==> src/usb_ram_defines.svh <==
// Constants for the shared endpoint buffer memory and its two ends.
// Included by the package, both end modules and the testbench.
`ifndef USB_RAM_DEFINES_SVH
`define USB_RAM_DEFINES_SVH

// Buffer memory geometry
`define RAM_BYTES      256
`define RAM_AW         8
`define BD_BYTES       8'h03
`define BD_COUNT       4'hA
`define BD_NONE        4'hF
`define BD_TABLE_END   8'h1D
`define EP_BUF_BASE    8'h20
`define BD_OWN_BIT     7

// Firmware-side software port map
`define SW_AW          9
`define SW_REG_BIT     8
`define SW_CTRL_OFS    9'h100
`define SW_STAT_OFS    9'h101
`define SW_TOKEN_OFS   9'h102
`define SW_SIEADR_OFS  9'h103
`define SW_SIEDAT_OFS  9'h104
`define SW_BDSEL_OFS   9'h105

// Control register fields
`define CTRL_USB_EN    0
`define CTRL_PULLUP    1
`define CTRL_SELF_PWR  2
`define CTRL_TRANSCEIVER_REGULATOR_EN   3
`define CTRL_SUSPEND   4
`define CTRL_DEEP_STOP 5
`define CTRL_RESET     8'h00

// Token register fields
`define TOK_EP_LSB     0
`define TOK_OUT        3
`define TOK_ODD        4
`define TOK_RELEASE    7

// Status register fields
`define STAT_PULLUP    0
`define STAT_MODE_LSB  1
`define STAT_TOK_OWN   3
`define STAT_TOK_BAD   4
`define STAT_VBUS_PIN  5
`define STAT_STOP_LSB  6

`endif

==> src/usb_ram_pkg.sv <==
// Types shared by the buffer memory device end and the firmware end.
// Needs usb_ram_defines.svh on the include path.
`include "usb_ram_defines.svh"

package usb_ram_pkg;
    typedef enum logic [1:0] {REG_OFF, REG_STANDBY, REG_ACTIVE} reg_mode_t;
    typedef enum logic [1:0] {STOP_RUN, STOP_SHALLOW, STOP_DEEPEST}
        stop_mode_t;
    typedef logic [`RAM_AW-1:0] ram_addr_t;
    typedef logic [7:0]         byte_t;
endpackage

==> src/usb_ram_if.sv <==
// Link between the buffer memory device end and the firmware end.
// Both ends run on the same core clock.
`timescale 1ns/1ps
`default_nettype none

interface usb_ram_if;
    import usb_ram_pkg::*;
    // CPU peripheral-bus port
    logic      cpu_req;
    logic      cpu_we;
    ram_addr_t cpu_addr;
    byte_t     cpu_wdata;
    byte_t     cpu_rdata;
    // Serial engine data port
    logic      sie_req;
    logic      sie_we;
    logic      sie_bd;
    ram_addr_t sie_addr;
    byte_t     sie_wdata;
    byte_t     sie_rdata;
    logic      sie_gnt;
    // Serial engine token lookup
    logic      tok_valid;
    logic [2:0] tok_ep;
    logic      tok_out;
    logic      tok_odd;
    logic      tok_release;
    logic      tok_done;
    logic      tok_own;
    logic      tok_bad;
    // Module and power control
    logic      usb_en;
    logic      pullup_sel;
    logic      self_pwr;
    logic      transceiver_regulator_en;
    logic      suspend;
    logic      deep_stop;
    logic      pullup_on;
    reg_mode_t reg_mode;

    modport dev (
        input  cpu_req, cpu_we, cpu_addr, cpu_wdata,
        input  sie_req, sie_we, sie_bd, sie_addr, sie_wdata,
        input  tok_valid, tok_ep, tok_out, tok_odd, tok_release,
        input  usb_en, pullup_sel, self_pwr, transceiver_regulator_en, suspend, deep_stop,
        output cpu_rdata, sie_rdata, sie_gnt, tok_done, tok_own, tok_bad,
        output pullup_on, reg_mode
    );
    modport fw (
        output cpu_req, cpu_we, cpu_addr, cpu_wdata,
        output sie_req, sie_we, sie_bd, sie_addr, sie_wdata,
        output tok_valid, tok_ep, tok_out, tok_odd, tok_release,
        output usb_en, pullup_sel, self_pwr, transceiver_regulator_en, suspend, deep_stop,
        input  cpu_rdata, sie_rdata, sie_gnt, tok_done, tok_own, tok_bad,
        input  pullup_on, reg_mode
    );
endinterface

`default_nettype wire

==> src/usb_ram_fw.sv <==
// Firmware end: software port onto the buffer memory, serial engine
// token and data accesses, power control and stop mode requests.
// Assumes the device end answers on usb_ram_if.dev one cycle later.
`timescale 1ns/1ps
`default_nettype none
`include "usb_ram_defines.svh"

module usb_ram_fw (
    // Clock and reset
    input  wire logic                 core_clk_i,
    input  wire logic                 rst_i,
    // Software port
    input  wire logic [`SW_AW-1:0]    addr_i,
    input  wire logic [7:0]           wdata_i,
    input  wire logic                 we_i,
    input  wire logic                 re_i,
    output logic      [7:0]           rdata_o,
    // Board and power
    input  wire logic                 kbi_vbus_i,
    output usb_ram_pkg::stop_mode_t   stop_mode_o,
    // Device link
    usb_ram_if.fw                     link
);
    import usb_ram_pkg::*;

    typedef enum logic [1:0] {SRC_RAM, SRC_SIE, SRC_REG} rd_src_t;

    byte_t      ctrl_q;
    byte_t      reg_rdata_q;
    ram_addr_t  sie_addr_q;
    logic       sie_bd_q;
    logic       tok_own_q;
    logic       tok_bad_q;
    logic [2:0] kbi_sync_q;
    logic       kbi_ok_q;
    rd_src_t    src_q;
    stop_mode_t stop_q;
    logic       sie_acc;
    logic       regs;
    byte_t      stat;

    assign regs    = addr_i[`SW_REG_BIT];
    assign sie_acc = (we_i || re_i) && addr_i == `SW_SIEDAT_OFS;

    // CPU port: low half of the software map is the memory itself
    assign link.cpu_req   = (we_i || re_i) && !regs;
    assign link.cpu_we    = we_i;
    assign link.cpu_addr  = addr_i[`RAM_AW-1:0];
    assign link.cpu_wdata = wdata_i;

    assign link.sie_req   = sie_acc;
    assign link.sie_we    = we_i;
    assign link.sie_bd    = sie_bd_q;
    assign link.sie_addr  = sie_addr_q;
    assign link.sie_wdata = wdata_i;

    // Firmware sets ownership last, through the CPU port
    assign link.tok_valid   = we_i && addr_i == `SW_TOKEN_OFS;
    assign link.tok_ep      = wdata_i[`TOK_EP_LSB+2:`TOK_EP_LSB];
    assign link.tok_out     = wdata_i[`TOK_OUT];
    assign link.tok_odd     = wdata_i[`TOK_ODD];
    assign link.tok_release = wdata_i[`TOK_RELEASE];

    assign link.usb_en    = ctrl_q[`CTRL_USB_EN];
    assign link.self_pwr  = ctrl_q[`CTRL_SELF_PWR];
    assign link.transceiver_regulator_en   = ctrl_q[`CTRL_TRANSCEIVER_REGULATOR_EN];
    assign link.suspend   = ctrl_q[`CTRL_SUSPEND];
    assign link.deep_stop = ctrl_q[`CTRL_DEEP_STOP];
    // Self powered: select bit only passes once the pin saw VBUS
    assign link.pullup_sel = ctrl_q[`CTRL_PULLUP]
        && (!ctrl_q[`CTRL_SELF_PWR] || kbi_ok_q);

    always_ff @(posedge core_clk_i)
    begin
        if (rst_i)
            ctrl_q <= `CTRL_RESET;
        else if (we_i && addr_i == `SW_CTRL_OFS)
            ctrl_q <= wdata_i;
    end

    // Engine data pointer; plain addresses step after each granted access
    always_ff @(posedge core_clk_i)
    begin
        if (rst_i)
        begin
            sie_addr_q <= 8'h00;
            sie_bd_q   <= 1'b0;
        end
        else if (we_i && addr_i == `SW_SIEADR_OFS)
        begin
            sie_addr_q <= wdata_i;
            sie_bd_q   <= 1'b0;
        end
        else if (we_i && addr_i == `SW_BDSEL_OFS)
        begin
            sie_addr_q <= wdata_i;
            sie_bd_q   <= 1'b1;
        end
        else if (sie_acc && link.sie_gnt && !sie_bd_q)
            sie_addr_q <= sie_addr_q + 8'h01;
    end

    always_ff @(posedge core_clk_i)
    begin
        if (rst_i)
        begin
            tok_own_q <= 1'b0;
            tok_bad_q <= 1'b0;
        end
        else if (link.tok_done)
        begin
            tok_own_q <= link.tok_own;
            tok_bad_q <= link.tok_bad;
        end
    end

    // Board VBUS detect pin for self-powered use
    always_ff @(posedge core_clk_i)
    begin
        if (rst_i)
        begin
            kbi_sync_q <= 3'h0;
            kbi_ok_q   <= 1'b0;
        end
        else
        begin
            kbi_sync_q <= {kbi_sync_q[1:0], kbi_vbus_i};
            if (kbi_sync_q[1] == kbi_sync_q[2])
                kbi_ok_q <= kbi_sync_q[2];
        end
    end

    // Bus suspend puts the processor into shallow stop
    always_ff @(posedge core_clk_i)
    begin
        if (rst_i)
            stop_q <= STOP_RUN;
        else if (ctrl_q[`CTRL_DEEP_STOP])
            stop_q <= STOP_DEEPEST;
        else if (ctrl_q[`CTRL_SUSPEND])
            stop_q <= STOP_SHALLOW;
        else
            stop_q <= STOP_RUN;
    end

    always_comb
    begin
        stat = 8'h00;
        stat[`STAT_PULLUP]                   = link.pullup_on;
        stat[`STAT_MODE_LSB+1:`STAT_MODE_LSB] = link.reg_mode;
        stat[`STAT_TOK_OWN]                  = tok_own_q;
        stat[`STAT_TOK_BAD]                  = tok_bad_q;
        stat[`STAT_VBUS_PIN]                 = kbi_ok_q;
        stat[`STAT_STOP_LSB+1:`STAT_STOP_LSB] = stop_q;
    end

    always_ff @(posedge core_clk_i)
    begin
        if (rst_i)
        begin
            reg_rdata_q <= 8'h00;
            src_q       <= SRC_REG;
        end
        else if (re_i)
        begin
            src_q <= !regs ? SRC_RAM : (sie_acc ? SRC_SIE : SRC_REG);
            unique case (addr_i)
                `SW_CTRL_OFS:   reg_rdata_q <= ctrl_q;
                `SW_STAT_OFS:   reg_rdata_q <= stat;
                `SW_SIEADR_OFS: reg_rdata_q <= sie_addr_q;
                default:        reg_rdata_q <= 8'h00;
            endcase
        end
    end

    always_comb
    begin
        unique case (src_q)
            SRC_RAM: rdata_o = link.cpu_rdata;
            SRC_SIE: rdata_o = link.sie_rdata;
            default: rdata_o = reg_rdata_q;
        endcase
    end

    assign stop_mode_o = stop_q;
endmodule

`default_nettype wire

==> src/flat_wrapper.sv <==
// flat-port wrapper written by rule: the top's interface ports become plain ports
module usb_ram_fw_flat import usb_ram_pkg::*;
  (core_clk_i, rst_i, addr_i, wdata_i, we_i, re_i, rdata_o, kbi_vbus_i, stop_mode_o, link_cpu_req, link_cpu_we, link_cpu_addr, link_cpu_wdata, link_sie_req, link_sie_we, link_sie_bd, link_sie_addr, link_sie_wdata, link_tok_valid, link_tok_ep, link_tok_out, link_tok_odd, link_tok_release, link_usb_en, link_pullup_sel, link_self_pwr, link_transceiver_regulator_en, link_suspend, link_deep_stop, link_cpu_rdata, link_sie_rdata, link_sie_gnt, link_tok_done, link_tok_own, link_tok_bad, link_pullup_on, link_reg_mode);
  usb_ram_if link_i ();
  input  wire logic core_clk_i;
  input  wire logic rst_i;
  input  wire logic [`SW_AW-1:0] addr_i;
  input  wire logic [7:0] wdata_i;
  input  wire logic we_i;
  input  wire logic re_i;
  output logic      [7:0] rdata_o;
  input  wire logic kbi_vbus_i;
  output usb_ram_pkg::stop_mode_t stop_mode_o;
  output wire logic [$bits(link_i.cpu_req)-1:0] link_cpu_req;
  output wire logic [$bits(link_i.cpu_we)-1:0] link_cpu_we;
  output wire logic [$bits(link_i.cpu_addr)-1:0] link_cpu_addr;
  output wire logic [$bits(link_i.cpu_wdata)-1:0] link_cpu_wdata;
  output wire logic [$bits(link_i.sie_req)-1:0] link_sie_req;
  output wire logic [$bits(link_i.sie_we)-1:0] link_sie_we;
  output wire logic [$bits(link_i.sie_bd)-1:0] link_sie_bd;
  output wire logic [$bits(link_i.sie_addr)-1:0] link_sie_addr;
  output wire logic [$bits(link_i.sie_wdata)-1:0] link_sie_wdata;
  output wire logic [$bits(link_i.tok_valid)-1:0] link_tok_valid;
  output wire logic [$bits(link_i.tok_ep)-1:0] link_tok_ep;
  output wire logic [$bits(link_i.tok_out)-1:0] link_tok_out;
  output wire logic [$bits(link_i.tok_odd)-1:0] link_tok_odd;
  output wire logic [$bits(link_i.tok_release)-1:0] link_tok_release;
  output wire logic [$bits(link_i.usb_en)-1:0] link_usb_en;
  output wire logic [$bits(link_i.pullup_sel)-1:0] link_pullup_sel;
  output wire logic [$bits(link_i.self_pwr)-1:0] link_self_pwr;
  output wire logic [$bits(link_i.transceiver_regulator_en)-1:0] link_transceiver_regulator_en;
  output wire logic [$bits(link_i.suspend)-1:0] link_suspend;
  output wire logic [$bits(link_i.deep_stop)-1:0] link_deep_stop;
  input wire logic [$bits(link_i.cpu_rdata)-1:0] link_cpu_rdata;
  input wire logic [$bits(link_i.sie_rdata)-1:0] link_sie_rdata;
  input wire logic [$bits(link_i.sie_gnt)-1:0] link_sie_gnt;
  input wire logic [$bits(link_i.tok_done)-1:0] link_tok_done;
  input wire logic [$bits(link_i.tok_own)-1:0] link_tok_own;
  input wire logic [$bits(link_i.tok_bad)-1:0] link_tok_bad;
  input wire logic [$bits(link_i.pullup_on)-1:0] link_pullup_on;
  input wire logic [$bits(link_i.reg_mode)-1:0] link_reg_mode;
  assign link_cpu_req = link_i.cpu_req;
  assign link_cpu_we = link_i.cpu_we;
  assign link_cpu_addr = link_i.cpu_addr;
  assign link_cpu_wdata = link_i.cpu_wdata;
  assign link_sie_req = link_i.sie_req;
  assign link_sie_we = link_i.sie_we;
  assign link_sie_bd = link_i.sie_bd;
  assign link_sie_addr = link_i.sie_addr;
  assign link_sie_wdata = link_i.sie_wdata;
  assign link_tok_valid = link_i.tok_valid;
  assign link_tok_ep = link_i.tok_ep;
  assign link_tok_out = link_i.tok_out;
  assign link_tok_odd = link_i.tok_odd;
  assign link_tok_release = link_i.tok_release;
  assign link_usb_en = link_i.usb_en;
  assign link_pullup_sel = link_i.pullup_sel;
  assign link_self_pwr = link_i.self_pwr;
  assign link_transceiver_regulator_en = link_i.transceiver_regulator_en;
  assign link_suspend = link_i.suspend;
  assign link_deep_stop = link_i.deep_stop;
  assign link_i.cpu_rdata = link_cpu_rdata;
  assign link_i.sie_rdata = link_sie_rdata;
  assign link_i.sie_gnt = link_sie_gnt;
  assign link_i.tok_done = link_tok_done;
  assign link_i.tok_own = link_tok_own;
  assign link_i.tok_bad = link_tok_bad;
  assign link_i.pullup_on = link_pullup_on;
  assign link_i.reg_mode = link_reg_mode;
  usb_ram_fw u_core (.core_clk_i(core_clk_i), .rst_i(rst_i), .addr_i(addr_i), .wdata_i(wdata_i), .we_i(we_i), .re_i(re_i), .rdata_o(rdata_o), .kbi_vbus_i(kbi_vbus_i), .stop_mode_o(stop_mode_o), .link(link_i));
endmodule
==> config.mk <==
export PLATFORM = sky130hd
export DESIGN_NAME = usb_ram_fw_flat
export DESIGN_NICKNAME = d
export VERILOG_FILES = /design/src/usb_ram_pkg.sv /design/src/usb_ram_if.sv /design/src/usb_ram_fw.sv /design/src/flat_wrapper.sv
export VERILOG_INCLUDE_DIRS = /design/src /design/src/src
export SDC_FILE = /design/constraint.sdc
export NUM_CORES = 1
export LEC_CHECK = 0
export BUFFER_PORTS_ARGS = -buffer_cell sky130_fd_sc_hd__buf_2
export CAP_MARGIN = 20
export CORE_MARGIN = 2
export CORE_UTILIZATION = 35
export DETAILED_ROUTE_END_ITERATION = 16
export GPL_TIMING_DRIVEN = 0
export PLACE_DENSITY = 0.67
export SKIP_CTS_REPAIR_TIMING = 1
export SLEW_MARGIN = 40
export SYNTH_ARGS = -nofsm -noshare
export SYNTH_HDL_FRONTEND = slang
export SYNTH_SLANG_ARGS = --single-unit
==> constraint.sdc <==
create_clock -name core_clk_i -period 2.1 [get_ports core_clk_i]
set_clock_uncertainty 0.15 [all_clocks]
set_input_delay 0.105 -clock core_clk_i [delete_from_list [all_inputs] [get_ports core_clk_i]]
set_output_delay 0.105 -clock core_clk_i [all_outputs]
set_load 0.005 [all_outputs]
==> results.ini, run 1 <==
[worst_hold_path]
hold_class=in -> reg

[final_layout]
final_common_cell=buf_2
syn_to_final_growth_pct=40.2
fillers=570
n_antenna_cell=0
layout-drive-gt1-share_pct=41.9
ff_latch_area_um2=701
final_area_mm2=0.00284
multiInputGateArea_mm2=0.00104
final_cell_mix=105 x buf_2, 35 x dfxtp_1, 34 x buf_4, 26 x mux2i_1, 23 x o21ai_0
finalNetCount=408

[die]
start_util_pct=36.6
core_area_mm2=0.00554
dieArea_mm2=0.00642
die_w_um=80.1
pin_count=105
num_rows=27
die_h_um=80.1

[global_routing]
grt_use_total_pct=16.6
antenna_found_initial=0
use_met2_pct=27.5
grt_pass1_wl_mm=8.36
grt_pass1_vias=1786
grt_overflow_total=0
busiest_layer=met2
use_met1_pct=22.2
grt_max_degree=11
grt_use_met3_pct=3.37

[synth]
synth_area_mm2=0.00203
ys_ff_latch=35
syn-num-nets=288
synth_top_area_share_pct=34.6
async_flop_share_pct=0
ys_seq_area_share_pct=34.6
synth_cell_types=41
syn_inst=242
synth-edff-count=0
ys_warn_count=0
synth_largest_area_cell=dfxtp_1
syn_area_per_cell_um2=8.38
ys_top_cells_by_area=dfxtp_1 35%, mux2i_1 13%, buf_4 12%
synth_ff_type=dfxtp_1

[placed_design]
dp_hpwl_mm=4.20
placedInstanceArea_mm2=0.00264
post-place-ws_ps=-437
port-buffer-count=104
routabilityCongestion=0.840

[clock_network]
path_clk_slew_ps=70
clk_latency_ps=280
tritoncts=yes
clk_path_buf_depth=2
numCtsBuffers=5
cts.sinks=35
cts_root_buf=clkbuf_8
htreeDepth=2

[job]
drv_cap=0

[power]
ir_drop_uv=376
power_uw=1430
power_density_mw_per_mm2=502
leakage_uw=0.00129

[critical_path]
arrival_ps=1740
cp.required_ps=1850
criticalPathCategory=in -> out
cp-start-kind=primary input
worstPathMaxFanout=9
endpoint_kind=primary output

[sta]
hold_viol=5
setup_viol=0
max_freq_mhz=501
holdWs_ps=-19.4
worst_pin_slew_ps=738
finalMaxSlewViolations=0
max-slew-margin-rel_pct=50.8
min_period_ps=2000
post-route-period-util_pct=95.0
timing.final.ws_setup_ps=104
rsz0062_at_grt=no

[run_status]
outcome=finished, violations left
violations=hold timing

[detailed_routing]
wirelength_mm=5.51
drtIter0Drc=118
drtPass1Iterations=4
drc=0
num_vias=2050
wl_per_cell_um=12.7
via_per_inst=4.71
ant_nets=0

[layout make-up]
type	instances	share of cell area (%)
plain buffers	43	10.2
clock buffers	8	3.52
inverters	4	0.528
multi-input cells	160	36.6
flip-flops and latches	35	24.7
well taps	72	3.17
repair buffers	113	21.3
[critical path, cell delays in order]
cell and delay (ps):
buf_2 100, or4_1 500, buf_2 180, or3b_1 370, buf_6 150, nor3_1 190, buf_2 150
[cell families (layout without fill, tap and decap cells)]
| kind of cell | after synthesis | after routing | share of synthesized area (%) |
|---|---|---|---|
| AOI/OAI and AO/OA | 55 | 55 | 17.2 |
| adders and majority gates | 1 | 1 | 0.617 |
| DFF | 35 | 35 | 34.6 |
| xor gates and xnor gates | 1 | 1 | 0.432 |
| and+or+nand+nor | 77 | 77 | 19.3 |
| muxes | 26 | 26 | 12.8 |
| buffers and inverters | 47 | 168 | 15.1 |
[state kept, by name, indices dropped and copies added, names as in the netlist]
| signal | flops |
|---|---|
| u_core.stop_mode_o | 2 |
| u_core.tok_bad_q | 1 |
| u_core.link.sie_bd | 1 |
| u_core.kbi_sync_q | 3 |
| u_core.reg_rdata_q | 8 |
| u_core.kbi_ok_q | 1 |
| u_core.link.sie_addr | 8 |
| u_core.ctrl_q | 8 |
| u_core.src_q | 2 |
| u_core.tok_own_q | 1 |
[path summary, 6_finish.rpt]
check             slack, ps            startpoint                 endpoint  cells past startpoint
setup / recovery        100             addr_i[3]           link_tok_valid                      7
hold reg to reg         290  u_core.kbi_sync_q[0]     u_core.kbi_sync_q[1]                      1
hold / removal          -20            wdata_i[5]         u_core.ctrl_q[5]                      3
setup reg to reg        190    u_core.link.sie_bd  u_core.link.sie_addr[0]                      5
[where the power goes]
part | internal [uW] | total [uW] | leakage [uW] | switching (uW)
registers | 670 | 675 | 0.000283 | 4.80
logic | 128 | 231 | 0.000957 | 103
clock network | 299 | 521 | 0.0000515 | 222
total | 1100 | 1430 | 0.00129 | 330
[metal layers]
layer  part of all wire, %  wire length, um  vias to the layer above
li1                      -                -                     1073
met1                    45             2500                      901
met2                    47             2600                       72
met3                   6.9              380                        4
met4                  0.60               33                        0
met5                     0                0                        -
[stage by stage]
step                hold slack, ps  TNS (ps)  instances  util, %
CTS                           -123     -1050        426     49.5
finish                       -19.4         0        435     51.3
global placement               163     -8450        418     47.6
global route                  6.59         0        435     51.3
detailed placement             169     -6930        418     47.7
floorplan                     83.2      -778        242        -
[Yosys cell counts (all sizes together) (2+ instances only)]
library cell and instances:
nor4 3, a22oi 3, clkbuf 6, nand3 2, or3b 2, nor2b 6, nor3b 3, nand2 21
buf 37, o21ai 23, nor3 10, nor2 21, a21oi 11, a22o 8, dfxtp 35, inv 4
and3 3, mux2i 26
No activity file was read; power rests on OpenSTA's default activity.
==> inputs of run 2 (changes only) <==
--- a/config.mk
+++ b/config.mk
@@ -13,6 +13,7 @@
 export DETAILED_ROUTE_END_ITERATION = 16
 export GPL_TIMING_DRIVEN = 0
 export PLACE_DENSITY = 0.67
+export REMOVE_ABC_BUFFERS = 1
 export SKIP_CTS_REPAIR_TIMING = 1
 export SLEW_MARGIN = 40
 export SYNTH_ARGS = -nofsm -noshare
==> run 2 against run 1 <==
Compared with the run above: the flow still finishes with violations (hold timing); combinational power fell by 21%; via count fell by 6.3%; register-to-register slack improved by 50 ps; global-route usage fell by 0.80 points.
==> results.ini, run 2 (same netlist as run 1, synthesis figures left out) <==
[critical_path]
crit_chain=buf_2 > or4_1 > or3b_4 > nor3_1 > buf_2
slowest_delay_ps=670
crit_family=simple AND/OR/NAND/NOR gates
crit_buf_inv=2
rr_worst_depth=4
cp-start-kind=primary input
cp-startpoint=addr_i[3]
criticalPathCategory=in -> out
endpoint_kind=primary output
worstPathMaxFanout=9
r2r_slack_ps=240
r2r_end=u_core.link.sie_addr[2]
reg2reg_from=u_core.link.sie_bd
crit_top_cell=buf_2
slowest_stage=or4_1
cp.required_ps=1850
arrival_ps=1780

[global_routing]
grt_pass1_wl_mm=7.96
grt_max_degree=30
antenna_found_initial=0
grt_use_total_pct=15.8
grt_pass1_vias=1675
grt_overflow_total=0

[sta]
min_period_ps=2030
holdWs_ps=-47.2
post-route-period-util_pct=96.8
max-slew-margin-rel_pct=60.0
setup_viol=0
max_freq_mhz=492
rsz0062_at_grt=no
finalMaxSlewViolations=0
worst_pin_slew_ps=592
hold_viol=8
finalSetupTns_ps=0

[worst_hold_path]
worstHoldStart=wdata_i[0]
hold_depth=3
worstHoldEndpoint=u_core.ctrl_q[0]
hold_class=in -> reg

[die]
die_w_um=80.1
num_rows=27
dieArea_mm2=0.00642
start_util_pct=36.6
pin_count=105
die_h_um=80.1
core_area_mm2=0.00554

[detailed_routing]
wirelength_mm=5.29
ant_nets=0
drtPass1Iterations=4
drc=0
wl_per_cell_um=13.4
via_per_inst=4.88
num_vias=1921
drtIter0Drc=53

[run_status]
outcome=finished, violations left
violations=hold timing

[final_layout]
fin_cells=394
final_cell_mix=104 x buf_2, 35 x dfxtp_1, 26 x mux2i_1, 23 x o21ai_0, 21 x nand2_1
syn_to_final_growth_pct=28.0
finalNetCount=367
layout-drive-gt1-share_pct=36.6
final_common_cell=buf_2
n_antenna_cell=0

[job]
drv_cap=0

[clock_network]
cts_root_buf=clkbuf_8
cts.sinks=35
clk_latency_ps=300
numCtsBuffers=5
path_clk_slew_ps=70
clk_path_buf_depth=2
tritoncts=yes
htreeDepth=2

[placed_design]
dp_hpwl_mm=3.79
post-place-cells=375
port-buffer-count=104
routabilityCongestion=0.825

[power]
ir_drop_uv=258
power_density_mw_per_mm2=540
leakage_uw=0.00113

run 2: cell count changes in the layout (fill, tap and decap cells not counted):
cell	before	now
buf_1	3	0
buf_12	0	1
buf_2	105	104
buf_4	34	0
buf_6	1	0
clkbuf_1	7	1
dlygate4sd3_1	7	10
nor2_2	1	0
nor2_4	0	1
or3b_1	1	0
or3b_4	0	1
run 2: metrics by stage:
stage | worst slack (ps) | utilization, % | total power (uW) | cell area, um2
after floorplan | -99.3 | - | 733 | 1740
after global placement | -536 | 42.4 | 855 | 2350
after detailed placement | -486 | 42.5 | 858 | 2350
after CTS | -182 | 44.3 | 1400 | 2450
after global routing | 17.8 | 46.8 | 1460 | 2590
final | 67.5 | 46.8 | 1400 | 2590
run 2: power breakdown:
group | internal (uW) | leakage, uW | switching (uW)
Clock | 299 | 0.0000515 | 242
Sequential | 670 | 0.000283 | 7.32
Combinational | 92.5 | 0.000796 | 89.8
Total | 1060 | 0.00113 | 339
run 2: worst reg2reg max path, delay by kind of cell (launching register included):
| family | cells | cell delay (ps) |
|---|---|---|
| and+or+nand+nor | 2 | 990 |
| AOI/OAI and AO/OA | 2 | 270 |
| DFF | 1 | 350 |
run 2: worst max path at each step:
stage,to,slack (ps),depth (start not counted)
6_report,link_tok_valid,70,5
5_1_grt,link_tok_valid,20,5
4_1_cts,u_core.ctrl_q[6],-180,6
3_5_place_dp,u_core.ctrl_q[6],-490,6
3_3_place_gp,u_core.link.sie_addr[7],-540,6
2_1_floorplan,u_core.ctrl_q[0],-100,5
run 2: layout make-up:
class,count,area (um2)
fillers,588,2950
multi-input cells,160,1050
flip-flops and latches,35,701
repair buffers,115,641
clock buffers,8,100
well taps,72,90.1
inverters,4,15.0
run 2: metal layers:
layer / up-vias / routed length (um) / GRT usage (%) / part of all wire, %
met5: - / 0 / 0 / 0
met4: 0 / 51 / 5.08 / 0.96
met3: 5 / 392 / 4.72 / 7.4
met2: 64 / 2560 / 25.9 / 48
met1: 867 / 2290 / 19.8 / 43
li1: 985 / - / - / -
